$ cat config.mk
export PLATFORM = sky130hd
export DESIGN_NAME = pif_bank_top
export DESIGN_NICKNAME = d
export VERILOG_FILES = /design/src/logic/pif_pkg.sv /design/src/logic/pif_req_router.sv /design/src/logic/pif_bank_top.sv
export SDC_FILE = /design/constraint.sdc
export NUM_CORES = 1
export LEC_CHECK = 0
export ABC_AREA = 0
export BUFFER_PORTS_ARGS = -buffer_cell sky130_fd_sc_hd__buf_2
export CORE_ASPECT_RATIO = 2
export CORE_MARGIN = 1
export CORE_UTILIZATION = 40
export CTS_CLUSTER_SIZE = 16
export DETAILED_ROUTE_END_ITERATION = 8
export PLACE_DENSITY = 0.68
export REMOVE_ABC_BUFFERS = 1
export SLEW_MARGIN = 20
export SYNTH_ARGS = -nofsm -noshare
export SYNTH_HDL_FRONTEND = slang
export SYNTH_SLANG_ARGS = --single-unit
$ cat constraint.sdc
create_clock -name CLK_I -period 2 [get_ports CLK_I]
set_clock_uncertainty 0.2 [all_clocks]
set_input_delay 0.3 -clock CLK_I [delete_from_list [all_inputs] [get_ports CLK_I]]
set_output_delay 0.3 -clock CLK_I [all_outputs]
set_load 0.05 [all_outputs]
$ cat src/logic/pif_pkg.sv
// Constants for the peripheral interrupt flag, enable and priority bank.
// Assumes an 8-bit register port on the core clock and a synchronous reset.
// Summary of operation
// - Serial port two done flag, bit 7, sets on transfer end, software clears.
// - Bus collision two flag, bit 6, sets on collision, cleared only by software.
// - Receiver two flag, bit 5, read-only, set while data waits, cleared by reading.
// - Transmitter two flag, bit 4, read-only, set when empty, cleared by writing.
// - Timer four match flag, bit 3, sets on period match, software clears.
// - Capture mode: unit flags, bits 2 to 0, set on timer capture.
// - Compare mode: unit flags set on compare match, stay until software clears.
// - Pulse-width mode: nothing sets that unit's flag.
// - Single-level mode needs the global peripheral enable; without it, no request.
// - First enable register bits pass or block matching first-bank sources.
// - Second enable register bits 5, 4 and 2 unimplemented, read zero.
// - Third enable register bits match the third flag register positions.
// - Priority bits steer requests only while priority levels are enabled.
// - Flags set regardless of their own enable or the global enable.
// - Priority levels enable bit: 1 gives two levels, 0 single-level mode.
package pif_pkg;

  localparam int DATA_W = 8;
  localparam int ADDR_W = 4;

  // Register offsets on the register port.
  localparam logic [3:0] OFF_FLAGS3 = 4'h0;
  localparam logic [3:0] OFF_EN1 = 4'h1;
  localparam logic [3:0] OFF_EN2 = 4'h2;
  localparam logic [3:0] OFF_EN3 = 4'h3;
  localparam logic [3:0] OFF_PRI1 = 4'h4;
  localparam logic [3:0] OFF_CTRL = 4'h5;
  localparam logic [3:0] OFF_IRQ_STAT = 4'h6;
  localparam logic [3:0] OFF_IRQ_CLR = 4'h7;
  localparam logic [3:0] OFF_IRQ_EN = 4'h8;

  // Bit positions in the third flag register and third enable register.
  localparam int BIT_SSP2 = 7;
  localparam int BIT_BCL2 = 6;
  localparam int BIT_RX2 = 5;
  localparam int BIT_TX2 = 4;
  localparam int BIT_TMR4 = 3;
  localparam int BIT_CC5 = 2;
  localparam int BIT_CC3 = 0;

  // Control register bit positions.
  localparam int BIT_PRIO_EN = 7;
  localparam int BIT_GLOBAL_EN = 6;

  // Interrupt status bit positions.
  localparam int BIT_EV_HI = 0;
  localparam int BIT_EV_LO = 1;

  // Writable masks and reset values.
  localparam logic [7:0] FLAGS3_SW_MASK = 8'hcf;
  localparam logic [7:0] EN2_MASK = 8'hcb;
  localparam logic [7:0] CTRL_MASK = 8'hc0;
  localparam logic [7:0] IRQ_MASK = 8'h03;
  localparam logic [7:0] FLAGS3_RST = 8'h00;
  localparam logic [7:0] EN_RST = 8'h00;
  localparam logic [7:0] PRI1_RST = 8'hff;
  localparam logic [7:0] CTRL_RST = 8'h00;

  // Operating mode of each capture/compare unit.
  typedef enum logic [1:0] {
    PIF_CC_OFF = 2'b00,
    PIF_CC_CAPTURE = 2'b01,
    PIF_CC_COMPARE = 2'b10,
    PIF_CC_PWM = 2'b11
  } pif_ccmode_e;

endpackage : pif_pkg

$ cat src/logic/pif_req_router.sv
// Combines one bank of flags, enables and priorities into request terms.
// Assumes all inputs are registered values on the core clock.
`timescale 1ns/100ps
module pif_req_router #(
  parameter int WIDTH = 8
) (
  input wire logic [WIDTH-1:0] flags_i,
  input wire logic [WIDTH-1:0] enables_i,
  input wire logic [WIDTH-1:0] prios_i,
  output logic hi_o,
  output logic lo_o,
  output logic any_o
);
  logic [WIDTH-1:0] pending;

  // Refuse a bank width the logic cannot serve.
  if (WIDTH < 1) begin : g_chk
    $error("pif_req_router: WIDTH must be at least one");
  end

  // A source is pending only with both its flag and enable set.
  assign pending = flags_i & enables_i;
  assign hi_o = |(pending & prios_i);
  assign lo_o = |(pending & ~prios_i);
  assign any_o = |pending;
endmodule : pif_req_router

$ cat src/logic/pif_bank_top.sv
// Peripheral interrupt flag, enable and priority bank with its register port.
// Assumes event inputs come from peripherals on the same clock, one-cycle pulses,
// and that the first and second flag banks are kept elsewhere and fed in here.
//
// Local design decisions: the address map and the plain strobed port.
`timescale 1ns/100ps
module pif_bank_top (
  input wire logic CLK_I,
  input wire logic RST_I,
  input wire logic [pif_pkg::ADDR_W-1:0] ADDR_I,
  input wire logic [pif_pkg::DATA_W-1:0] WDATA_I,
  input wire logic WR_I,
  input wire logic RD_I,
  output logic [pif_pkg::DATA_W-1:0] RDATA_O,
  input wire logic SSP2_DONE_I,
  input wire logic BCL2_DETECT_I,
  input wire logic RX2_LOAD_I,
  input wire logic RX2_BUF_READ_I,
  input wire logic TX2_EMPTIED_I,
  input wire logic TX2_BUF_WRITE_I,
  input wire logic TMR4_MATCH_I,
  input wire logic [2:0] CC_CAPTURE_I,
  input wire logic [2:0] CC_MATCH_I,
  input wire logic [5:0] CC_MODE_I,
  input wire logic [7:0] FLAGS1_I,
  input wire logic [7:0] FLAGS2_I,
  input wire logic [7:0] PRIO2_I,
  input wire logic [7:0] PRIO3_I,
  output logic [7:0] FLAGS3_O,
  output logic HI_REQ_O,
  output logic LO_REQ_O,
  output logic IRQ_O
);
  import pif_pkg::*;

  logic [7:0] flags3_q;
  logic [7:0] flags3_d;
  logic [7:0] en1_q;
  logic [7:0] en2_q;
  logic [7:0] en3_q;
  logic [7:0] pri1_q;
  logic [7:0] ctrl_q;
  logic [7:0] irq_stat_q;
  logic [7:0] irq_en_q;
  logic [7:0] rdata_d;
  logic [7:0] hw_set;
  logic [2:0] cc_set;
  logic hi_d;
  logic lo_d;
  logic prio_en;
  logic global_en;
  logic hi1;
  logic lo1;
  logic any1;
  logic hi2;
  logic lo2;
  logic any2;
  logic hi3;
  logic lo3;
  logic any3;
  logic hi_rise;
  logic lo_rise;
  logic [7:0] rise_set;

  // True when a strobe addresses the given register.
  function automatic logic hit(input logic stb, input logic [3:0] a, input logic [3:0] off);
    hit = stb && (a == off);
  endfunction : hit

  assign prio_en = ctrl_q[BIT_PRIO_EN];
  assign global_en = ctrl_q[BIT_GLOBAL_EN];

  // Capture events count only in capture mode, matches only in compare mode.
  always_comb begin
    for (int i = 0; i < 3; i++) begin
      cc_set[i] = (CC_CAPTURE_I[i] && (CC_MODE_I[2*i +: 2] == PIF_CC_CAPTURE))
        || (CC_MATCH_I[i] && (CC_MODE_I[2*i +: 2] == PIF_CC_COMPARE));
    end
  end

  // Hardware set terms, independent of any enable bit.
  always_comb begin
    hw_set = 8'h00;
    hw_set[BIT_SSP2] = SSP2_DONE_I;
    hw_set[BIT_BCL2] = BCL2_DETECT_I;
    hw_set[BIT_RX2] = RX2_LOAD_I;
    hw_set[BIT_TX2] = TX2_EMPTIED_I;
    hw_set[BIT_TMR4] = TMR4_MATCH_I;
    hw_set[BIT_CC5:BIT_CC3] = cc_set;
  end

  // Next flag value: software writes the writable bits, buffer accesses clear
  // the two read-only bits, and a hardware set always beats a clear.
  always_comb begin
    flags3_d = flags3_q;
    if (hit(WR_I, ADDR_I, OFF_FLAGS3)) begin
      flags3_d = (flags3_q & ~FLAGS3_SW_MASK) | (WDATA_I & FLAGS3_SW_MASK);
    end
    if (RX2_BUF_READ_I) begin
      flags3_d[BIT_RX2] = 1'b0;
    end
    if (TX2_BUF_WRITE_I) begin
      flags3_d[BIT_TX2] = 1'b0;
    end
    flags3_d = flags3_d | hw_set;
  end

  // Third flag register.
  always_ff @(posedge CLK_I) begin
    if (RST_I) begin
      flags3_q <= FLAGS3_RST;
    end else begin
      flags3_q <= flags3_d;
    end
  end

  // Enable registers; the second has only five implemented bits.
  always_ff @(posedge CLK_I) begin
    if (RST_I) begin
      en1_q <= EN_RST;
      en2_q <= EN_RST;
      en3_q <= EN_RST;
    end else begin
      if (hit(WR_I, ADDR_I, OFF_EN1)) begin
        en1_q <= WDATA_I;
      end
      if (hit(WR_I, ADDR_I, OFF_EN2)) begin
        en2_q <= WDATA_I & EN2_MASK;
      end
      if (hit(WR_I, ADDR_I, OFF_EN3)) begin
        en3_q <= WDATA_I;
      end
    end
  end

  // First priority register, all high priority after reset.
  always_ff @(posedge CLK_I) begin
    if (RST_I) begin
      pri1_q <= PRI1_RST;
    end else if (hit(WR_I, ADDR_I, OFF_PRI1)) begin
      pri1_q <= WDATA_I;
    end
  end

  // Control register holding the priority levels and global peripheral enables.
  always_ff @(posedge CLK_I) begin
    if (RST_I) begin
      ctrl_q <= CTRL_RST;
    end else if (hit(WR_I, ADDR_I, OFF_CTRL)) begin
      ctrl_q <= WDATA_I & CTRL_MASK;
    end
  end

  // One router per bank.
  pif_req_router #(.WIDTH(8)) u_bank1 (
    .flags_i(FLAGS1_I),
    .enables_i(en1_q),
    .prios_i(pri1_q),
    .hi_o(hi1),
    .lo_o(lo1),
    .any_o(any1)
  );

  pif_req_router #(.WIDTH(8)) u_bank2 (
    .flags_i(FLAGS2_I),
    .enables_i(en2_q),
    .prios_i(PRIO2_I),
    .hi_o(hi2),
    .lo_o(lo2),
    .any_o(any2)
  );

  pif_req_router #(.WIDTH(8)) u_bank3 (
    .flags_i(flags3_q),
    .enables_i(en3_q),
    .prios_i(PRIO3_I),
    .hi_o(hi3),
    .lo_o(lo3),
    .any_o(any3)
  );

  // With priority levels, the priority bits pick the line; without them every
  // source goes to the high line and only while the global enable is set.
  always_comb begin
    if (prio_en) begin
      hi_d = hi1 | hi2 | hi3;
      lo_d = lo1 | lo2 | lo3;
    end else begin
      hi_d = global_en & (any1 | any2 | any3);
      lo_d = 1'b0;
    end
  end

  // Registered request outputs.
  always_ff @(posedge CLK_I) begin
    if (RST_I) begin
      HI_REQ_O <= 1'b0;
      LO_REQ_O <= 1'b0;
    end else begin
      HI_REQ_O <= hi_d;
      LO_REQ_O <= lo_d;
    end
  end

  assign hi_rise = hi_d & ~HI_REQ_O;
  assign lo_rise = lo_d & ~LO_REQ_O;

  // Status set terms, placed at the named status bit positions.
  always_comb begin
    rise_set = 8'h00;
    rise_set[BIT_EV_HI] = hi_rise;
    rise_set[BIT_EV_LO] = lo_rise;
  end

  // Sticky request-rise status; a new rise beats a clear in the same cycle.
  always_ff @(posedge CLK_I) begin
    if (RST_I) begin
      irq_stat_q <= 8'h00;
    end else begin
      irq_stat_q <= ((hit(WR_I, ADDR_I, OFF_IRQ_CLR) ? irq_stat_q & ~WDATA_I : irq_stat_q)
        | rise_set) & IRQ_MASK;
    end
  end

  // Interrupt enable register for the status bits.
  always_ff @(posedge CLK_I) begin
    if (RST_I) begin
      irq_en_q <= 8'h00;
    end else if (hit(WR_I, ADDR_I, OFF_IRQ_EN)) begin
      irq_en_q <= WDATA_I & IRQ_MASK;
    end
  end

  assign IRQ_O = |(irq_stat_q & irq_en_q);
  assign FLAGS3_O = flags3_q;

  // Read multiplexer; unmapped and write-only offsets read zero.
  always_comb begin
    case (ADDR_I)
      OFF_FLAGS3: rdata_d = flags3_q;
      OFF_EN1: rdata_d = en1_q;
      OFF_EN2: rdata_d = en2_q;
      OFF_EN3: rdata_d = en3_q;
      OFF_PRI1: rdata_d = pri1_q;
      OFF_CTRL: rdata_d = ctrl_q;
      OFF_IRQ_STAT: rdata_d = irq_stat_q;
      OFF_IRQ_EN: rdata_d = irq_en_q;
      default: rdata_d = 8'h00;
    endcase
  end

  // Read data stands for the single cycle after the read strobe.
  always_ff @(posedge CLK_I) begin
    if (RST_I) begin
      RDATA_O <= 8'h00;
    end else begin
      RDATA_O <= RD_I ? rdata_d : 8'h00;
    end
  end

  // Checks on the flag, enable and request behaviour.
  a_ssp_flag_set: assert property (@(posedge CLK_I) disable iff (RST_I)
    SSP2_DONE_I |=> flags3_q[BIT_SSP2])
    else $error("serial port two flag not set after done event");

  a_ssp_flag_hold: assert property (@(posedge CLK_I) disable iff (RST_I)
    flags3_q[BIT_SSP2] && !hit(WR_I, ADDR_I, OFF_FLAGS3) |=> flags3_q[BIT_SSP2])
    else $error("serial port two flag dropped without a software write");

  a_bcl_flag_clr: assert property (@(posedge CLK_I) disable iff (RST_I)
    hit(WR_I, ADDR_I, OFF_FLAGS3) && !WDATA_I[BIT_BCL2] && !BCL2_DETECT_I
    |=> !flags3_q[BIT_BCL2])
    else $error("bus collision flag not cleared by a zero write");

  a_rx_flag_life: assert property (@(posedge CLK_I) disable iff (RST_I)
    RX2_LOAD_I ##1 (!RX2_BUF_READ_I && !RX2_LOAD_I) [*2] |=> flags3_q[BIT_RX2])
    else $error("receiver flag lost before the buffer was read");

  a_tx_flag_clr: assert property (@(posedge CLK_I) disable iff (RST_I)
    TX2_BUF_WRITE_I && !TX2_EMPTIED_I |=> !flags3_q[BIT_TX2])
    else $error("transmitter flag not cleared by a buffer write");

  a_tmr_flag_set: assert property (@(posedge CLK_I) disable iff (RST_I)
    TMR4_MATCH_I |=> flags3_q[BIT_TMR4])
    else $error("timer four match flag not set");

  a_cap_flag_set: assert property (@(posedge CLK_I) disable iff (RST_I)
    CC_CAPTURE_I[0] && CC_MODE_I[1:0] == PIF_CC_CAPTURE |=> flags3_q[BIT_CC3])
    else $error("capture did not set the unit three flag");

  a_cmp_flag_set: assert property (@(posedge CLK_I) disable iff (RST_I)
    CC_MATCH_I[2] && CC_MODE_I[5:4] == PIF_CC_COMPARE |=> flags3_q[BIT_CC5])
    else $error("compare match did not set the unit five flag");

  a_pwm_no_flag: assert property (@(posedge CLK_I) disable iff (RST_I)
    CC_MODE_I[3:2] == PIF_CC_PWM && !flags3_q[BIT_CC3 + 1]
    && !hit(WR_I, ADDR_I, OFF_FLAGS3) |=> !flags3_q[BIT_CC3 + 1])
    else $error("unit four flag set while in pulse-width mode");

  a_global_gate: assert property (@(posedge CLK_I) disable iff (RST_I)
    !prio_en && !global_en |=> !HI_REQ_O && !LO_REQ_O)
    else $error("peripheral request raised with global enable clear");

  a_en2_unimpl: assert property (@(posedge CLK_I) disable iff (RST_I)
    hit(RD_I, ADDR_I, OFF_EN2) |=> (RDATA_O & ~EN2_MASK) == 8'h00)
    else $error("unimplemented enable bits read non-zero");

  a_prio_route: assert property (@(posedge CLK_I) disable iff (RST_I)
    prio_en && |(FLAGS1_I & en1_q & ~pri1_q) |=> LO_REQ_O)
    else $error("low priority source did not raise the low request");

  a_single_level: assert property (@(posedge CLK_I) disable iff (RST_I)
    !prio_en && global_en && |(flags3_q & en3_q) |=> HI_REQ_O && !LO_REQ_O)
    else $error("single-level mode did not route to the high request");

  a_bcl_flag_set: assert property (@(posedge CLK_I) disable iff (RST_I)
    BCL2_DETECT_I |=> flags3_q[BIT_BCL2])
    else $error("bus collision flag not set after a collision");

  a_rx_flag_set: assert property (@(posedge CLK_I) disable iff (RST_I)
    RX2_LOAD_I |=> flags3_q[BIT_RX2])
    else $error("receiver flag not set after a buffer load");

  a_tx_flag_set: assert property (@(posedge CLK_I) disable iff (RST_I)
    TX2_EMPTIED_I |=> flags3_q[BIT_TX2])
    else $error("transmitter flag not set after the buffer emptied");

  // A software write must never move the two read-only flags.
  a_ro_bits_kept: assert property (@(posedge CLK_I) disable iff (RST_I)
    hit(WR_I, ADDR_I, OFF_FLAGS3) && !RX2_LOAD_I && !RX2_BUF_READ_I && !TX2_EMPTIED_I
    && !TX2_BUF_WRITE_I |=> flags3_q[BIT_RX2:BIT_TX2] == $past(flags3_q[BIT_RX2:BIT_TX2]))
    else $error("read-only receiver or transmitter flag changed by a software write");

  a_hi_route: assert property (@(posedge CLK_I) disable iff (RST_I)
    prio_en && |(FLAGS1_I & en1_q & pri1_q) |=> HI_REQ_O)
    else $error("high priority source did not raise the high request");

  // With no source both flagged and enabled, neither request line may rise.
  a_enable_block: assert property (@(posedge CLK_I) disable iff (RST_I)
    !(|(FLAGS1_I & en1_q)) && !(|(FLAGS2_I & en2_q)) && !(|(flags3_q & en3_q))
    |=> !HI_REQ_O && !LO_REQ_O)
    else $error("request raised with every pending source blocked by its enable");

  a_stat_hi_set: assert property (@(posedge CLK_I) disable iff (RST_I)
    hi_rise |=> irq_stat_q[BIT_EV_HI])
    else $error("high request rise not recorded in the status register");

  a_stat_lo_set: assert property (@(posedge CLK_I) disable iff (RST_I)
    lo_rise |=> irq_stat_q[BIT_EV_LO])
    else $error("low request rise not recorded in the status register");

endmodule : pif_bank_top

=== Word level (Yosys, flattened, before mapping) ===
Cells that the tools add are included.

* Eq/ne operators: 14
* Multiplexer cells: 7
* Bitwise gates (word level): 30
* Reduce and logical (&&, ||, !) cells: 29

{| class="wikitable"
|+ Operator list
! cell !! number
|-
| $reduce_or 8->1 || 10
|-
| $and 8x8->8 || 9
|-
| $pmux 8 s8 || 1
|-
| $not 8->8 || 3
|-
| $eq 4x3->1 const B || 4
|-
| $logic_and 1x1->1 || 14
|-
| $eq 4x2->1 const B || 2
|-
| $mux 8 || 1
|-
| $or 6x8->8 || 1
|-
| $or 8x8->8 || 1
|-
| $eq 2x1->1 const B || 3
|-
| $eq 2x2->1 const B || 3
|-
| $or 1x1->1 || 6
|-
| $and 2x2->2 || 2
|-
| $eq 4x1->1 const B || 1
|-
| $eq 4x4->1 const B || 1
|-
| $logic_not 4->1 || 1
|-
| $mux 1 || 4
|-
| $and 1x1->1 || 3
|-
| $logic_or 1x1->1 || 3
|-
| $not 1->1 || 3
|-
| $mux 2 || 1
|-
| $not 2->2 || 1
|-
| $or 2x2->2 || 1
|-
| $reduce_or 2->1 || 1
|}

* Flip-flop bits (word level): 53
* Input bits: 67
* Output and inout port bits: 19
* Word-level logic and storage cells: 91

=== Logic depth before layout (Yosys ltp) ===
* Word-level depth: 8
* Depth in mapped cells: 7
* Depth with buffers taken out: 5

=== Modules after synthesis ===
A second synthesis with hierarchy kept.

* Cell total of the unflattened synthesis: 352
* Area, all modules: 2871.5 µm²

{| class="wikitable"
|+ Modules (own cells, without submodules)
! module !! times used !! cells each !! area an instance (µm²) !! seq. area each (µm²)
|-
| pif_bank_top || 1 || 274 || 2413.6 || 1061.0
|-
| pif_req_router || 3 || 26 || 152.6 || 0.0
|}

=== Least setup slack after synthesis ===
No wires, ideal clock.

* Path kind: register -> register
* Start point: register flags3_q[6], in the netlist FLAGS3_O[6]
* End point: register irq_stat_q[0]
* Library setup time: 0.117 ns
* Data arrival time: 1.373 ns
* Required time: 1.683 ns
* Path slack: 0.310 ns
* Cell stages (with the launch flop): 6
* Path buffers: 0
* Period minus slack after synthesis: 1.690 ns
* Path through: dfxtp_1 -> a22oi_1 -> nand4_1 -> o32ai_1 -> a21oi_1 -> a32o_1

* Cells in the longest elaborated chain, start to end: 7
* Elaborated cells between the ends (all ways): 10
* Classes of those cells: mux (1); bitwise (7); reduce/logical (2)

{| class="wikitable"
|+ RTL lines
! element !! RTL line !! source
|-
| start, declared || pif_bank_top.sv:36 || <nowiki>logic [7:0] flags3_q;</nowiki>
|-
| start signal, assigned || pif_bank_top.sv:113 || <nowiki>flags3_q <= flags3_d;</nowiki>
|-
| $and 8x8->8 (*) || pif_req_router.sv:22 || <nowiki>assign pending = flags_i & enables_i;</nowiki>
|-
| $reduce_or 8->1 / $and 8x8->8 (equally long branches) || pif_req_router.sv:25, pif_req_router.sv:23 ||
|-
| $or 1x1->1 / $reduce_or 8->1 (equally long branches) || pif_bank_top.sv:189, pif_req_router.sv:23 ||
|-
| $and 1x1->1 / $or 1x1->1 (equally long branches) || pif_bank_top.sv:189, pif_bank_top.sv:186 ||
|-
| $mux 1 (*) || pif_bank_top.sv:185 || <nowiki>if (prio_en) begin</nowiki>
|-
| $and 1x1->1 (*) || pif_bank_top.sv:205 || <nowiki>assign hi_rise = hi_d & ~HI_REQ_O;</nowiki>
|-
| $or 2x2->2 (*) || pif_bank_top.sv:221 || <nowiki>| rise_set) & IRQ_MASK;</nowiki>
|-
| end signal, assigned || pif_bank_top.sv:220 || <nowiki>irq_stat_q <= ((hit(WR_I, ADDR_I, OFF_IRQ_CLR) ? irq_stat_q & ~WDATA_I : irq_stat_q)</nowiki>
|-
| end, declared || pif_bank_top.sv:43 || <nowiki>logic [7:0] irq_stat_q;</nowiki>
|}

Every way passes the cells marked *; elsewhere a longest branch is shown, timed or not.
A chain may end at the register's enable or synchronous reset.

=== Worst setup path after layout ===
* Start point: register en1_q[0]
* End point: register irq_stat_q[0]

* Cells in the longest elaborated chain, start to end: 8
* Elaborated cells between the ends (all ways): 12
* Classes of those cells: mux (1); bitwise (9); reduce/logical (2)

{| class="wikitable"
|+ RTL lines
! element !! RTL line !! source
|-
| start, declared || pif_bank_top.sv:38 || <nowiki>logic [7:0] en1_q;</nowiki>
|-
| start signal, assigned || pif_bank_top.sv:120 || <nowiki>en1_q <= EN_RST;</nowiki>
|-
| start signal, assigned || pif_bank_top.sv:125 || <nowiki>en1_q <= WDATA_I;</nowiki>
|-
| $and 8x8->8 (*) || pif_req_router.sv:22 ||
|-
| $reduce_or 8->1 / $and 8x8->8 (equally long branches) || pif_req_router.sv:25, pif_req_router.sv:23 ||
|-
| $or 1x1->1 / $reduce_or 8->1 (equally long branches) || pif_bank_top.sv:189, pif_req_router.sv:23 ||
|-
| $or 1x1->1, on equally long branches || pif_bank_top.sv:189, pif_bank_top.sv:186 ||
|-
| $and 1x1->1 / $or 1x1->1 (equally long branches) || pif_bank_top.sv:189, pif_bank_top.sv:186 ||
|-
| $mux 1 (*) || pif_bank_top.sv:185 ||
|-
| $and 1x1->1 (*) || pif_bank_top.sv:205 ||
|-
| $or 2x2->2 (*) || pif_bank_top.sv:221 ||
|}

Marks and branches as above.

==> run metrics <==
DR WL/cell=18.0 um; final hold violation count=0; Clock power frac=0.372; Least-Margin Pin Slew=0.495 ns; starting density of the core=0.415; Synth Area in Adders=0; Mean Syn Cell Area=8.25 um2; largest vdd supply drop=671 uV; Pint=1.70 mW; Net Sw Power=606 uW; Sw Share=0.263; Slew HR=0.669; I/O Pins=86; main combinational cell family by area after synthesis=simple AND/OR/NAND/NOR gates; grt total ovfl=0; DRT antenna net count=0; clock slew at reported path FFs=0.07 ns; CP startpoint=en1_q[0]; Synth Area in Compound Gates=0.169; post-route clock period utilization=0.905; Reg-to-Reg Start=en1_q[0]; Lkg Pwr=1.41 nW; status=finished clean; H-tree levels=2; Crit Path Category=register to register; Cell variety after synth=40; post-synthesis register bit count=53; Inserted Diodes=0; Post-CTS Hold Buffers=0; vias per inst=5.63; worst hold start=TX2_EMPTIED_I; mux contribution to synthesized area=0.130; Filler Cells Inserted=703; RSZ-0062 raised after global routing=no; PostCTS Resize Cnt=0; vias in the first global route=2,709; CTS Root Cell=clkbuf_16; register area share after synthesis=0.383; die footprint=7290 um2; GR Util met3=0.0280; Hold Crit Class=primary input to register; maximum number of pins on one net before global-route repair=22; Buffers on Ports=79; DRT Pass-1 Iters=5; GR peak layer=met2; CTS tree=yes; xor/xnor cell area share of the yosys netlist=0; Iter 0 DRT Violations=175; num rows=42; Synth Warn #=0; Final setup violation count=0; slowest CP cell=dfxtp_1; worst path arrival time=1.79 ns; critical path capture point type=register; met1 Use GR=0.312; Die Span Y=120 um; synthesis-to-finish area growth=25.7%; Tot GR Track Use=0.268; Clock Latency Late Sink=0.29 ns; nets=492; clk buf depth=2; setup TNS=0 ns; Max FO, Critical Path=5; max cap viols=0; met2 usage=0.444; CTS buffer count=5; first-pass GRT wire length=14.0 mm; clock sinks=53; Core ar.=6670 um2; area of the multi-input gates=1580 um2; Mapped Cells=336; HPWL after detailed placement=7.37 mm; antenna violations before repair=0; Comb power frac=0.145; Final Max Tran Viols=0; layout cells sized above 1=0.266; DRC violations left=0; Layout Cells excl Fill=513; crit path cell chain=a222oi_1, nand4_1, o32ai_1, a21oi_1, a32o_1; Post-Synth Simple-Gate Area=0.272; crit start category=register; Inst Count DP=506; Post-Route WL=9.24 mm; post-CTS setup buffers=0; Fmax achieved=552 MHz; DIE WIDTH=60.9 um; Reg area=1060 um2; routed via count=2,887; CP max stage delay=0.37 ns; GPL Wtd Cong=0.950; Mapped Area=2770 um2; Pwr per Cell Area=661 nW/um2; Worst EP required=1.98 ns; crit path time final=1.81 ns; Seq pwr share=0.483
==> worst paths after layout <==
| check | endpoint | slack (ns) | cells after the start |
|---|---|---|---|
| max | irq_stat_q[0] | 0.19 | 5 |
| min | FLAGS3_O[4] | 0.02 | 3 |
| max reg2reg | irq_stat_q[0] | 0.19 | 5 |
| min reg2reg | irq_stat_q[1] | 0.29 | 2 |
==> layer usage <==
metal,vias up,part of all wire,routed length [um]
li1,1411,-,-
met1,1342,0.39,3560
met2,112,0.53,4870
met3,22,0.042,385
met4,0,0.046,422
met5,-,0,0
==> power by group through the flow <==
stage	registers [mW]	clock network [mW]	logic, mW
6_report	1.11	0.858	0.334
5_1_grt	1.11	0.916	0.358
4_1_cts	1.11	0.868	0.332
3_5_place_dp	1.14	0	0.331
3_3_place_gp	1.13	0	0.327
2_1_floorplan	1.17	0	0.100
==> kinds of logic after synthesis <==
| family | after synthesis |
|---|---|
| and+or+nand+nor | 153 |
| buffers and inverters | 26 |
| AOI/OAI and AO/OA | 71 |
| muxes | 33 |
| DFF | 53 |
==> per-stage QoR <==
step | area [um2] | utilization | hold slack [ns] | worst slack (ns) | power [mW]
global route | 3480 | 0.522 | 0.0203 | 0.128 | 2.39
detailed placement | 3340 | 0.501 | 0.278 | 0.0218 | 1.47
global placement | 3340 | 0.501 | 0.268 | 0.0289 | 1.46
floorplan | 2680 | - | 0.169 | 0.230 | 1.27
finish | 3480 | 0.522 | 0.0154 | 0.189 | 2.30
CTS | 3480 | 0.522 | 0.0134 | 0.211 | 2.31
==> layout by cell type (no fill, tap or decap), types with 10 or more instances in the layout <==
cell type  count
nor2_1        28
a22oi_1       14
mux2i_1       28
buf_4         18
a21oi_1       24
dfxtp_1       53
buf_2         79
inv_1         10
o22ai_1       11
nand2_1       50
nand3_1       35
==> cell type report <==
type	instances	share of cell area
Timing Repair Buffer	98	0.158
Sequential cell	53	0.305
Inverter	10	0.0108
Clock buffer	7	0.0409
Multi-Input combinational cell	257	0.454
Tap cell	88	0.0316
==> state kept, by name (all words and copies together) (netlist names) <==
name / count
FLAGS3_O: 8
en1_q: 8
irq_en_q: 2
RDATA_O: 8
HI_REQ_O: 1
pri1_q: 8
ctrl_q: 2
irq_stat_q: 2
LO_REQ_O: 1
en2_q: 5
en3_q: 8
==> cell usage after synthesis <==
cell type	n	share of area
nor4_1	3	0.0068
nor2_1	28	0.038
dfxtp_1	53	0.38
a222oi_1	1	0.0036
o31a_1	1	0.0032
nor3b_1	2	0.0054
mux2i_1	28	0.10
nand3_1	35	0.063
a22oi_1	14	0.038
a32o_1	2	0.0072
a21oi_1	24	0.043
inv_1	10	0.014
a211oi_1	1	0.0027
and2_1	2	0.0045
nand4_1	8	0.018
nand2b_1	1	0.0023
clkbuf_1	6	0.0081
o22a_1	2	0.0063
mux2_2	3	0.012
a221oi_1	2	0.0063
o22ai_1	11	0.025
buf_6	3	0.012
nand2_1	50	0.068
a32oi_1	1	0.0032
nor3_4	1	0.0059
a31oi_1	7	0.016
and3b_1	1	0.0032
buf_2	7	0.013
nor3b_4	1	0.0068
nand3b_1	7	0.019
nor2_2	1	0.0023
a311oi_1	2	0.0063
mux4_2	2	0.016
o21ai_0	1	0.0018
o32ai_1	1	0.0032
nor3b_2	1	0.0045
a22o_1	1	0.0032
nor2b_1	6	0.014
nor3_1	5	0.0090
and3_1	1	0.0023
==> critical path: cells and delay by family, from the launching register on <==
kind             cells  cell delay [ns]
AO/OA/AOI/OAI        4             0.96
flip-flops           1             0.37
AND/OR/NAND/NOR      1             0.17
No activity file was read; power rests on OpenSTA's default activity.
